File: config.mk
export PLATFORM = sky130hd
export DESIGN_NAME = dxio_port
export DESIGN_NICKNAME = d
export VERILOG_FILES = /design/src/hw/dxio_pkg.sv /design/src/hw/dxio_port.sv
export SDC_FILE = /design/constraint.sdc
export NUM_CORES = 1
export LEC_CHECK = 0
export BUFFER_PORTS_ARGS = -buffer_cell sky130_fd_sc_hd__buf_2
export CAP_MARGIN = 20
export CELL_PAD_IN_SITES_DETAIL_PLACEMENT = 1
export CELL_PAD_IN_SITES_GLOBAL_PLACEMENT = 1
export CORE_MARGIN = 5
export CORE_UTILIZATION = 45
export DETAILED_ROUTE_END_ITERATION = 8
export PLACE_DENSITY_LB_ADDON = 0.12
export SLEW_MARGIN = 25
export SYNTH_ARGS = -nofsm -noshare
export SYNTH_HDL_FRONTEND = slang
export SYNTH_SLANG_ARGS = --single-unit
File: constraint.sdc
create_clock -name hclk -period 7.2 [get_ports hclk]
set_input_delay 1.08 -clock hclk [delete_from_list [all_inputs] [get_ports hclk]]
set_output_delay 1.08 -clock hclk [all_outputs]
set_load 0.01 [all_outputs]
File: src/hw/dxio_pkg.sv
// Package for the external I/O port block: map, fields, op codes, carriers
package dxio_pkg;
    // Register byte offsets
    localparam logic [7:0] REG_CTRL = 8'h00;
    localparam logic [7:0] REG_ADDR = 8'h04;
    localparam logic [7:0] REG_WDATA = 8'h08;
    localparam logic [7:0] REG_CMD = 8'h0c;
    localparam logic [7:0] REG_STATUS = 8'h10;
    localparam logic [7:0] REG_RDATA = 8'h14;
    localparam logic [7:0] REG_PC = 8'h18;
    localparam logic [7:0] REG_CPLATCH = 8'h1c;
    localparam logic [7:0] REG_INTDATA = 8'h20;
    // Control field positions
    localparam int CTRL_SERIAL = 0;
    localparam int CTRL_COPROC = 1;
    localparam int CTRL_FLAG = 2;
    // Status field positions
    localparam int STAT_BUSY = 0;
    localparam int STAT_TAKEN = 1;
    localparam int STAT_TEST = 2;
    // Port numbers of note
    localparam logic [2:0] PORT_INT_LAST = 3'h1;
    localparam logic [2:0] PORT_COPROC = 3'h5;
    // Reset values
    localparam logic [11:0] PC_RST = 12'h000;
    localparam logic [15:0] DATA_RST = 16'h0000;
    localparam logic [2:0] CTRL_RST = 3'h0;
    // Operation codes written to the command register
    localparam logic [2:0] OP_IN = 3'h0;
    localparam logic [2:0] OP_OUT = 3'h1;
    localparam logic [2:0] OP_TABLE_READ_OP = 3'h2;
    localparam logic [2:0] OP_TABLE_WRITE_OP = 3'h3;
    localparam logic [2:0] OP_BRANCH_ON_TEST_LOW = 3'h4;

    // Machine cycle of the running instruction
    typedef enum logic [1:0] {PH_IDLE, PH_C1, PH_C2, PH_C3} dxio_phase_t;

    // Pins driven toward the external bus
    typedef struct packed {
        logic [11:0] addr; // Address bus, port select in low three
        logic [15:0] data_out; // Data bus drive value
        logic data_oe; // Data bus drive enable
        logic data_read_strobe_n; // Port input strobe
        logic write_strobe_n; // Port output / table write strobe
        logic program_read_strobe_n; // Program memory read strobe
        logic external_flag_output; // Software flag pin
    } dxio_pins_t;

    // Whole state of the block
    typedef struct packed {
        dxio_phase_t ph; // Current machine cycle
        logic [2:0] op; // Running operation
        logic [2:0] ctrl; // Serial variant, coprocessor mode, flag
        logic [11:0] addr; // Port number, table address or branch target
        logic [15:0] wdata; // Outgoing word
        logic [15:0] intdata; // Internal port 0/1 word
        logic [15:0] rdata; // Captured incoming word
        logic [11:0] pc; // Program counter
        logic [2:0] cplatch; // Pending coprocessor pin values
        logic [2:0] cppins; // Coprocessor pin outputs
        logic taken; // Last branch test result
        logic tsync1; // Test input sync, first stage
        logic tsync2; // Test input sync, second stage
        logic bus_act; // AHB data phase pending
        logic bus_wr; // Pending phase is a write
        logic [7:0] bus_addr; // Pending byte address
        logic [31:0] hrdata; // Read data for the data phase
    } dxio_state_t;
endpackage

File: src/hw/dxio_port.sv
// External I/O and table transfer port with AHB-Lite control registers
//
// Decided for this implementation: the AHB-Lite register port and the address map.
`timescale 1ns/1ps
// Overview of operation
// - Port in/out moves one word in two cycles
// - Port number shown on three lowest address lines, except in coprocessor mode (pins shown there)
// - Upper address lines zero during port instructions
// - Outside coprocessor mode, data bus driven only with write strobe, internal ports
// - Write strobe: output first cycle, table write second
// - Data read strobe only for port input
// - At most one strobe low at once
// - Table read uses program strobe; write uses write strobe
// - Dummy prefetch discarded, instruction fetched again after
// - Serial microcomputer pins show low counter bits otherwise
// - Reset clears port pins and program counter
// - Coprocessor pins change only on port five accesses
// - Coprocessor mode: bus driven only while host reads
// - Branch taken on test low, falls through high
// - Flag pin follows its control bit directly
// - Serial variant has no program read strobe
// - Eight ports each way; serial variant reads ports 0 and 1 internally, leaving six external inputs
// - Strobes held inactive high during reset
module dxio_port
(
    input wire logic hclk, // Bus clock, 20 MHz
    input wire logic hresetn, // Async reset, active low
    input wire logic hsel, // Slave select
    input wire logic [31:0] haddr, // Byte address
    input wire logic [1:0] htrans, // Transfer type
    input wire logic hwrite, // Write when high
    input wire logic [2:0] hsize, // Transfer size, word only
    input wire logic [31:0] hwdata, // Write data
    input wire logic hready, // Bus ready in
    output logic hreadyout, // Always ready, no wait states
    output logic hresp, // Always OKAY
    output logic [31:0] hrdata, // Read data
    input wire logic [15:0] data_in, // External data bus level
    input wire logic branch_test_input, // Test pin, async
    input wire logic host_rd_n, // Host read strobe, coprocessor mode
    output dxio_pkg::dxio_pins_t pins // External bus outputs
);
    import dxio_pkg::*;

    dxio_state_t st_ff; // Registered state
    dxio_state_t nxt_st; // Next state
    logic busy; // Instruction running
    logic port_op; // Port in or out running
    logic int_port; // Serial variant input from port 0 or 1
    logic addr_ph; // AHB address phase accepted

    assign busy = (st_ff.ph != PH_IDLE);
    assign port_op = busy && (st_ff.op == OP_IN || st_ff.op == OP_OUT);
    assign int_port = st_ff.ctrl[CTRL_SERIAL] && busy && st_ff.op == OP_IN &&
        st_ff.addr[2:0] <= PORT_INT_LAST;
    assign addr_ph = hsel && htrans[1] && hready;
    assign hreadyout = 1'b1;
    assign hresp = 1'b0;
    assign hrdata = st_ff.hrdata;

    // Next-state: bus slave, sequencer, synchroniser
    always_comb
    begin
        nxt_st = st_ff;
        nxt_st.tsync1 = branch_test_input;
        nxt_st.tsync2 = st_ff.tsync1;
        // Address phase: remember it and prepare read data
        nxt_st.bus_act = addr_ph;
        if (addr_ph)
        begin
            nxt_st.bus_wr = hwrite;
            nxt_st.bus_addr = haddr[7:0];
            unique case (haddr[7:0])
                REG_CTRL: nxt_st.hrdata = {29'h0, st_ff.ctrl};
                REG_ADDR: nxt_st.hrdata = {20'h0, st_ff.addr};
                REG_WDATA: nxt_st.hrdata = {16'h0, st_ff.wdata};
                REG_CMD: nxt_st.hrdata = {29'h0, st_ff.op};
                REG_STATUS: nxt_st.hrdata = {29'h0, st_ff.tsync2, st_ff.taken, busy};
                REG_RDATA: nxt_st.hrdata = {16'h0, st_ff.rdata};
                REG_PC: nxt_st.hrdata = {20'h0, st_ff.pc};
                REG_CPLATCH: nxt_st.hrdata = {26'h0, st_ff.cppins, st_ff.cplatch};
                REG_INTDATA: nxt_st.hrdata = {16'h0, st_ff.intdata};
                default: nxt_st.hrdata = 32'h0000_0000; // Unmapped reads zero
            endcase
        end
        // Data phase of a write
        if (st_ff.bus_act && st_ff.bus_wr)
        begin
            unique case (st_ff.bus_addr)
                REG_CTRL: nxt_st.ctrl = hwdata[2:0];
                REG_ADDR: nxt_st.addr = hwdata[11:0];
                REG_WDATA: nxt_st.wdata = hwdata[15:0];
                REG_CMD:
                begin
                    // Commands while busy are dropped; poll the busy bit first
                    if (!busy)
                    begin
                        nxt_st.op = hwdata[2:0];
                        nxt_st.ph = PH_C1;
                    end
                end
                REG_PC: nxt_st.pc = hwdata[11:0];
                REG_CPLATCH: nxt_st.cplatch = hwdata[2:0];
                REG_INTDATA: nxt_st.intdata = hwdata[15:0];
                default: ; // Read-only or unmapped: ignored
            endcase
        end
        // Instruction sequencer
        unique case (st_ff.ph)
            PH_IDLE: ;
            PH_C1:
            begin
                if (st_ff.op == OP_BRANCH_ON_TEST_LOW)
                begin
                    // Branch on synchronised level only
                    nxt_st.taken = !st_ff.tsync2;
                    nxt_st.pc = st_ff.tsync2 ? st_ff.pc + 12'h001 : st_ff.addr;
                    nxt_st.ph = PH_IDLE;
                end
                else if (st_ff.op > OP_BRANCH_ON_TEST_LOW)
                begin
                    nxt_st.ph = PH_IDLE; // Unknown code: no bus activity
                end
                else
                begin
                    nxt_st.ph = PH_C2; // Port and table ops; for table ops C1 was dummy prefetch
                end
            end
            PH_C2:
            begin
                if (st_ff.op == OP_IN)
                begin
                    nxt_st.rdata = int_port ? st_ff.intdata : data_in;
                end
                if (st_ff.op == OP_TABLE_READ_OP)
                begin
                    // No program memory on serial variant: word reads zero
                    nxt_st.rdata = st_ff.ctrl[CTRL_SERIAL] ? DATA_RST : data_in;
                end
                if (st_ff.ctrl[CTRL_COPROC] && port_op && st_ff.addr[2:0] == PORT_COPROC)
                begin
                    nxt_st.cppins = st_ff.cplatch;
                end
                if (port_op)
                begin
                    nxt_st.pc = st_ff.pc + 12'h001;
                    nxt_st.ph = PH_IDLE;
                end
                else
                begin
                    nxt_st.ph = PH_C3;
                end
            end
            PH_C3:
            begin
                nxt_st.pc = st_ff.pc + 12'h001; // Refetch done
                nxt_st.ph = PH_IDLE;
            end
        endcase
    end

    // State register; reset clears pc and pins at once
    always_ff @(posedge hclk or negedge hresetn)
    begin
        if (!hresetn)
        begin
            st_ff <= '0;
        end
        else
        begin
            st_ff <= nxt_st;
        end
    end

    // Pin drive from state
    always_comb
    begin
        pins.external_flag_output = st_ff.ctrl[CTRL_FLAG];
        pins.data_read_strobe_n = !(port_op && st_ff.op == OP_IN);
        pins.write_strobe_n = !((st_ff.ph == PH_C1 && st_ff.op == OP_OUT) ||
            (st_ff.ph == PH_C2 && st_ff.op == OP_TABLE_WRITE_OP));
        // Program strobe in all three table read cycles, table write first and third only, absent on serial variant
        pins.program_read_strobe_n = !(busy && !st_ff.ctrl[CTRL_SERIAL] &&
            (st_ff.op == OP_TABLE_READ_OP || (st_ff.op == OP_TABLE_WRITE_OP && st_ff.ph != PH_C2)));
        pins.data_out = int_port ? st_ff.intdata : st_ff.wdata;
        if (st_ff.ctrl[CTRL_COPROC])
        begin
            pins.data_oe = !host_rd_n;
            pins.addr = {9'h000, st_ff.cppins};
        end
        else
        begin
            pins.data_oe = !pins.write_strobe_n || int_port;
            if (port_op)
            begin
                pins.addr = {9'h000, st_ff.addr[2:0]};
            end
            else if (st_ff.ctrl[CTRL_SERIAL])
            begin
                pins.addr = {9'h000, st_ff.pc[2:0]};
            end
            else if (busy && st_ff.ph == PH_C2 && st_ff.op != OP_BRANCH_ON_TEST_LOW)
            begin
                pins.addr = st_ff.addr; // Table address
            end
            else if (busy && st_ff.op != OP_BRANCH_ON_TEST_LOW)
            begin
                pins.addr = st_ff.pc + 12'h001; // Prefetch of next
            end
            else
            begin
                pins.addr = st_ff.pc;
            end
        end
    end

    // Checks on the external bus behaviour
    AST_IN_TWO: assert property (@(posedge hclk) disable iff (!hresetn)
        (st_ff.ph == PH_C1 && st_ff.op == OP_IN) |=> st_ff.ph == PH_C2 ##1 st_ff.ph == PH_IDLE)
        else $error("Port input not two cycles");
    AST_PORT_ADDR: assert property (@(posedge hclk) disable iff (!hresetn)
        (port_op && !st_ff.ctrl[CTRL_COPROC]) |-> pins.addr[2:0] == st_ff.addr[2:0])
        else $error("Port number missing on low lines");
    AST_HIGH_ZERO: assert property (@(posedge hclk) disable iff (!hresetn)
        (port_op && !st_ff.ctrl[CTRL_COPROC]) |-> pins.addr[11:3] == 9'h000)
        else $error("Upper address not zero in port op");
    AST_BUS_HIZ: assert property (@(posedge hclk) disable iff (!hresetn)
        (pins.data_oe && !st_ff.ctrl[CTRL_COPROC]) |-> (!pins.write_strobe_n || int_port))
        else $error("Data bus driven outside write");
    AST_WE_WHEN: assert property (@(posedge hclk) disable iff (!hresetn)
        (st_ff.ph == PH_C1 && st_ff.op == OP_OUT) |-> !pins.write_strobe_n ##1
        pins.write_strobe_n)
        else $error("Output write strobe misplaced");
    AST_TABLE_WRITE_OP_WE: assert property (@(posedge hclk) disable iff (!hresetn)
        (st_ff.ph == PH_C1 && st_ff.op == OP_TABLE_WRITE_OP) |-> pins.write_strobe_n ##1
        !pins.write_strobe_n ##1 pins.write_strobe_n)
        else $error("Table write strobe not in second cycle");
    AST_DEN_ONLY_IN: assert property (@(posedge hclk) disable iff (!hresetn)
        !pins.data_read_strobe_n |-> (busy && st_ff.op == OP_IN))
        else $error("Data read strobe outside port input");
    AST_EXCL: assert property (@(posedge hclk) disable iff (!hresetn)
        $onehot0({!pins.data_read_strobe_n, !pins.write_strobe_n, !pins.program_read_strobe_n}))
        else $error("Strobes overlap");
    AST_TABLE_READ_OP_MEN: assert property (@(posedge hclk) disable iff (!hresetn)
        (st_ff.ph == PH_C1 && st_ff.op == OP_TABLE_READ_OP && !st_ff.ctrl[CTRL_SERIAL]) |->
        (!pins.program_read_strobe_n) [*3] ##1 st_ff.ph == PH_IDLE)
        else $error("Table read strobes wrong");
    AST_REFETCH: assert property (@(posedge hclk) disable iff (!hresetn)
        (st_ff.ph == PH_C3 && !st_ff.ctrl[CTRL_COPROC] && !st_ff.ctrl[CTRL_SERIAL]) |->
        pins.addr == st_ff.pc + 12'h001)
        else $error("Refetch address wrong");
    AST_PC_SHOW: assert property (@(posedge hclk) disable iff (!hresetn)
        (st_ff.ctrl[CTRL_SERIAL] && !st_ff.ctrl[CTRL_COPROC] && !port_op) |->
        pins.addr == {9'h000, st_ff.pc[2:0]})
        else $error("Counter bits not on port pins");
    AST_CP_STABLE: assert property (@(posedge hclk) disable iff (!hresetn)
        !$stable(st_ff.cppins) |-> $past(port_op && st_ff.ph == PH_C2 &&
        st_ff.addr[2:0] == PORT_COPROC && st_ff.ctrl[CTRL_COPROC]))
        else $error("Coprocessor pins changed outside port five");
    AST_CP_HIZ: assert property (@(posedge hclk) disable iff (!hresetn)
        st_ff.ctrl[CTRL_COPROC] |-> (pins.data_oe == !host_rd_n))
        else $error("Coprocessor bus drive wrong");
    AST_BRANCH: assert property (@(posedge hclk) disable iff (!hresetn)
        (st_ff.ph == PH_C1 && st_ff.op == OP_BRANCH_ON_TEST_LOW) |=>
        st_ff.pc == ($past(st_ff.tsync2) ? $past(st_ff.pc) + 12'h001 : $past(st_ff.addr)))
        else $error("Branch test result wrong");
    AST_FLAG: assert property (@(posedge hclk) disable iff (!hresetn)
        pins.external_flag_output == st_ff.ctrl[CTRL_FLAG])
        else $error("Flag pin not following bit");
    AST_NO_MEN: assert property (@(posedge hclk) disable iff (!hresetn)
        st_ff.ctrl[CTRL_SERIAL] |-> pins.program_read_strobe_n)
        else $error("Program strobe on serial variant");
    AST_RESET_OUT: assert property (@(posedge hclk)
        !hresetn |-> (pins.write_strobe_n && pins.data_read_strobe_n &&
        pins.program_read_strobe_n && st_ff.pc == PC_RST))
        else $error("Reset state wrong");

    COV_IN: cover property (@(posedge hclk) disable iff (!hresetn)
        st_ff.ph == PH_C2 && st_ff.op == OP_IN);
    COV_OUT: cover property (@(posedge hclk) disable iff (!hresetn)
        !pins.write_strobe_n && st_ff.op == OP_OUT);
    COV_TABLE_READ_OP: cover property (@(posedge hclk) disable iff (!hresetn)
        st_ff.ph == PH_C3 && st_ff.op == OP_TABLE_READ_OP);
    COV_TABLE_WRITE_OP: cover property (@(posedge hclk) disable iff (!hresetn)
        !pins.write_strobe_n && st_ff.op == OP_TABLE_WRITE_OP);
    COV_TAKEN: cover property (@(posedge hclk) disable iff (!hresetn)
        st_ff.ph == PH_C1 && st_ff.op == OP_BRANCH_ON_TEST_LOW && !st_ff.tsync2);
endmodule

==> tab_implementation.tex <==
\begin{tabular}{lr}
\hline
Metric & Value \\
\hline
\multicolumn{2}{l}{\textbf{Global routing}} \\
Number of antenna violations at the first check in global routing & 0 \\
Number of global-route vias before repair & roughly 5900 \\
Global route overflow & 0 \\
Global-route wire length before repair & around 34000 um \\
Global routing usage summed across all routing layers & about 25\% \\
Maximum number of pins on one net before global-route repair & between 80 and 90 \\
\multicolumn{2}{l}{\textbf{Setup path}} \\
Critical path required time & around 6 ns \\
Type of the worst setup path & reg -> out \\
Beginning of the critical path & st\_ff[129]\$\_DFFE\_PN0P\_ \\
Critical path endpoint category & primary output \\
Cell with the largest stage delay on the worst path & nor3\_1 \\
Startpoint Class & register \\
Reg-to-reg slack, setup & 4.21 ns \\
Ordered list of cells on the worst path & inv\_1 -> ha\_1 -> buf\_4 -> nor3\_1 -> or3\_1 -> a211oi\_1 -> a211o\_1 -> buf\_2 \\
Number of buffer and inverter instances along the worst setup path & 3 \\
R2r startpoint & st\_ff[37]\$\_DFFE\_PN0P\_ \\
Family of cells with the greatest summed delay on the critical path & simple AND/OR/NAND/NOR gates \\
Worst endpoint data arrival time & 3.00 ns \\
Highest fanout seen on the critical path & 24 \\
Max incr delay on CP & roughly 0.7 ns \\
\multicolumn{2}{l}{\textbf{Power}} \\
Sw power & around 0.00047 W \\
Power density of the placed cells & between 200 and 250 mW/mm2 \\
Share of total power in sequential cells & 38.4\% \\
Worst ir drop on vdd & roughly 0.15 mV \\
Static leakage power & 3.46 nW \\
Sw frac & 24.8\% \\
Part of the power in combinational logic & roughly 11\% \\
Share of power burned in the clock network & 50.7\% \\
Internal power component & $\sim$0.0014 W \\
\multicolumn{2}{l}{\textbf{Floorplan}} \\
Initial standard-cell utilization of the core & between 40\% and 50\% \\
Overall die width & $\sim$130 um \\
Placeable core region & 0.0146 mm2 \\
Vertical extent of the die & 133 um \\
Std cell rows & between 40 and 50 \\
Top-level port count & 159 \\
Area of the die & between 0.015 and 0.02 mm2 \\
\multicolumn{2}{l}{\textbf{Final layout}} \\
Fraction of final layout cells sized beyond drive strength 1 & about 33\% \\
Area grow syn2layout & 15.3\% \\
Register area & around 0.0029 mm2 \\
Total area of multi-input combinational cells & roughly 0.0034 mm2 \\
Final \#Nets & $\sim$810 \\
Diode insertion count for antenna repair & 0 \\
Count of fill cells added during filler insertion & around 1600 \\
Number of non-filler instances in the completed layout & about 910 \\
\multicolumn{2}{l}{\textbf{Detailed routing}} \\
Routed length per placed instance & roughly 24 um \\
Wirelength, routed & between 20000 and 25000 um \\
Number of vias after detailed routing & approximately 5500 \\
Antenna Nets Post-Route & 0 \\
Number of detailed-routing iterations run before antenna repair & 5 \\
Via count normalized by instance count & 5.99 \\
\# DRC & 0 \\
Initial detailed-routing violation count & between 300 and 400 \\
\multicolumn{2}{l}{\textbf{Timing}} \\
Slew of the pin with the lowest slew margin & about 1.0 ns \\
Shortest period the worst path allows & about 4.1 ns \\
Worst setup slack after layout & 3.12 ns \\
Slew headroom & a little under a third \\
Share of the clock period used by the worst path & $\sim$57\% \\
Endpoints failing setup & 0 \\
Total negative setup slack & 0 ns \\
Layout Skew & 0.00739 ns \\
Fin Hold WS & approximately 0.35 ns \\
Final max-slew violation count & 0 \\
Count of final hold-check violations & 0 \\
Maximum achievable frequency & between 200 and 250 MHz \\
Unrepaired setup endpoints after global routing & false \\
\multicolumn{2}{l}{\textbf{Clock tree}} \\
Inserted Clock Buffers & 17 \\
Clock tree from TritonCTS & built \\
Number of clock sinks & 115 \\
Clock-pin slew of the registers on the worst-case setup and hold paths & 0.05 ns \\
Buffer depth of the longest clock path & 2 \\
Quantity of gates resized following cts & 0 \\
Clk Latency, worst-skew pair & 0.42 ns \\
CTS hold repair buffers & 0 \\
Root buffer cell & clkbuf\_16 \\
Setup Fix Bufs, Post-CTS & 0 \\
Maximum level of the CTS H-tree & 4 \\
\multicolumn{2}{l}{\textbf{Yosys}} \\
Most area-consuming cells after synthesis & dfrtp\_1 42\%, mux2\_2 14\%, a22oi\_1 4.5\%, buf\_4 3.9\%, mux2i\_1 3.3\% \\
Distinct cell type count after synthesis & 66 \\
FF+latch count, synth & 115 \\
Library cell with the highest instance count after synthesis & dfrtp\_1 \\
Sequential share of the synthesized area & a little over two fifths \\
Yosys top cell area share & roughly 42\% \\
Number of instances in the synthesized netlist & 654 \\
Count of flip-flops with a built-in enable after synthesis & 0 \\
Dominant cell type by area after synthesis & dfrtp\_1 \\
Async SR Flop Fraction & 100\% \\
Post-Synthesis Mean Instance Area & 10.4 um2 \\
Mapped Area & 0.00677 mm2 \\
Number of warnings issued by yosys & 0 \\
Most numerous cell types in the synthesized netlist & 115 x dfrtp\_1, 84 x mux2\_2, 48 x nand2\_1, 43 x nor2\_1, 41 x a22oi\_1 \\
Main flop type after synthesis & dfrtp\_1 \\
\multicolumn{2}{l}{\textbf{Placed design}} \\
Pre-CTS setup slack & approximately 3.6 ns \\
Placed insts & roughly 900 \\
Detailed-placement wirelength estimate & around 15000 um \\
RD Place Congestion & 0.854 \\
Port Buffers & 96 \\
\multicolumn{2}{l}{\textbf{Hold path}} \\
Min-delay src & nxt\_st[42]\$\_DFF\_PN0\_ \\
Classification of the worst-slack hold path & reg -> reg \\
\multicolumn{2}{l}{\textbf{Status}} \\
Result of the run & complete, no violations \\
\multicolumn{2}{l}{\textbf{Flow run}} \\
Max-capacitance violation count & 0 \\
\hline
\end{tabular}
==> power groups by stage <==
stage | Combinational, W | Sequential [W] | Clock, W
4_1_cts | 0.000207 | 0.000720 | 0.000957
2_1_floorplan | 0.000143 | 0.000709 | 0
6_report | 0.000205 | 0.000721 | 0.000951
5_1_grt | 0.000226 | 0.000725 | 0.000993
3_3_place_gp | 0.000199 | 0.000727 | 0
3_5_place_dp | 0.000204 | 0.000730 | 0
==> logic make-up (layout without fill, tap and decap cells) <==
kind of cell	Yosys count	after routing	synth area share, %
AO/OA/AOI/OAI	152	152	15.9
XOR/XNOR	20	20	2.59
adder cells (fa/ha/maj)	5	5	0.924
buffers and inverters	90	147	7.72
flip-flops	115	115	42.5
multiplexers	108	108	17.9
other	2	18	0.111
AND/OR/NAND/NOR	162	162	12.4
==> state kept, by name (all words and copies together), names as in the netlist <==
name	count
st_ff	97
hrdata	16
nxt_st	1
pins	1
==> worst reg2reg max path: stages, from the launching register on <==
cell	delay, ns
dfrtp_1	0.42
nor4_1	0.69
and2b_1	0.32
nand4b_1	0.83
mux2_2	0.62
==> stage by stage <==
stage | utilization [%] | power [W] | instance area (um2)
finish | 53.3 | 0.00188 | 7810
global route | 53.3 | 0.00194 | 7810
CTS | 53.3 | 0.00188 | 7800
detailed placement | 48.8 | 0.000935 | 7140
global placement | 48.8 | 0.000926 | 7140
floorplan | - | 0.000853 | 6830
==> cells in the final DEF, fill, tap and decap left out, types with 7 or more instances in the layout <==
master     instances
mux2i_1           22
a211oi_1          11
a32oi_1            9
clkbuf_16         17
a21oi_1           22
conb_1            18
a22o_1             7
nand3_1            9
mux2_2            84
xor2_1             8
nand2_1           48
nor3_1            11
dfrtp_1          115
buf_2             95
nor2_1            43
o21ai_0           18
a22oi_1           41
xnor2_1           12
inv_1             10
buf_4             10
o22ai_1           11
a21oi_2            7
==> layout make-up <==
class	count	share of cell area (%)
inverters	10	0.481
clock buffers	22	6.20
clock inverters	9	2.24
multi-input cells	465	44.1
repair buffers	106	7.20
flip-flops and latches	115	36.9
well taps	184	2.95
==> layer usage <==
layer / GRT usage [%] / up-vias / part of all wire (%)
met5: 0 / - / 0
met4: 4.39 / 0 / 0.91
met3: 5.50 / 15 / 5.4
met2: 40.6 / 173 / 48
met1: 34.2 / 2791 / 45
li1: - / 2478 / -
==> worst paths after layout <==
kind | to | cells after the start
hold reg to reg | st_ff[42]$_DFF_PN0_ | 0
max in group asynchronous | st_ff[111]$_DFFE_PN0P_ | 2
setup reg to reg | st_ff[117]$_DFFE_PN0P_ | 4
min in group asynchronous | st_ff[94]$_DFFE_PN0P_ | 1
setup / recovery | pins[21] | 8
hold / removal | st_ff[42]$_DFF_PN0_ | 0
No activity file was read; power rests on OpenSTA's default activity.
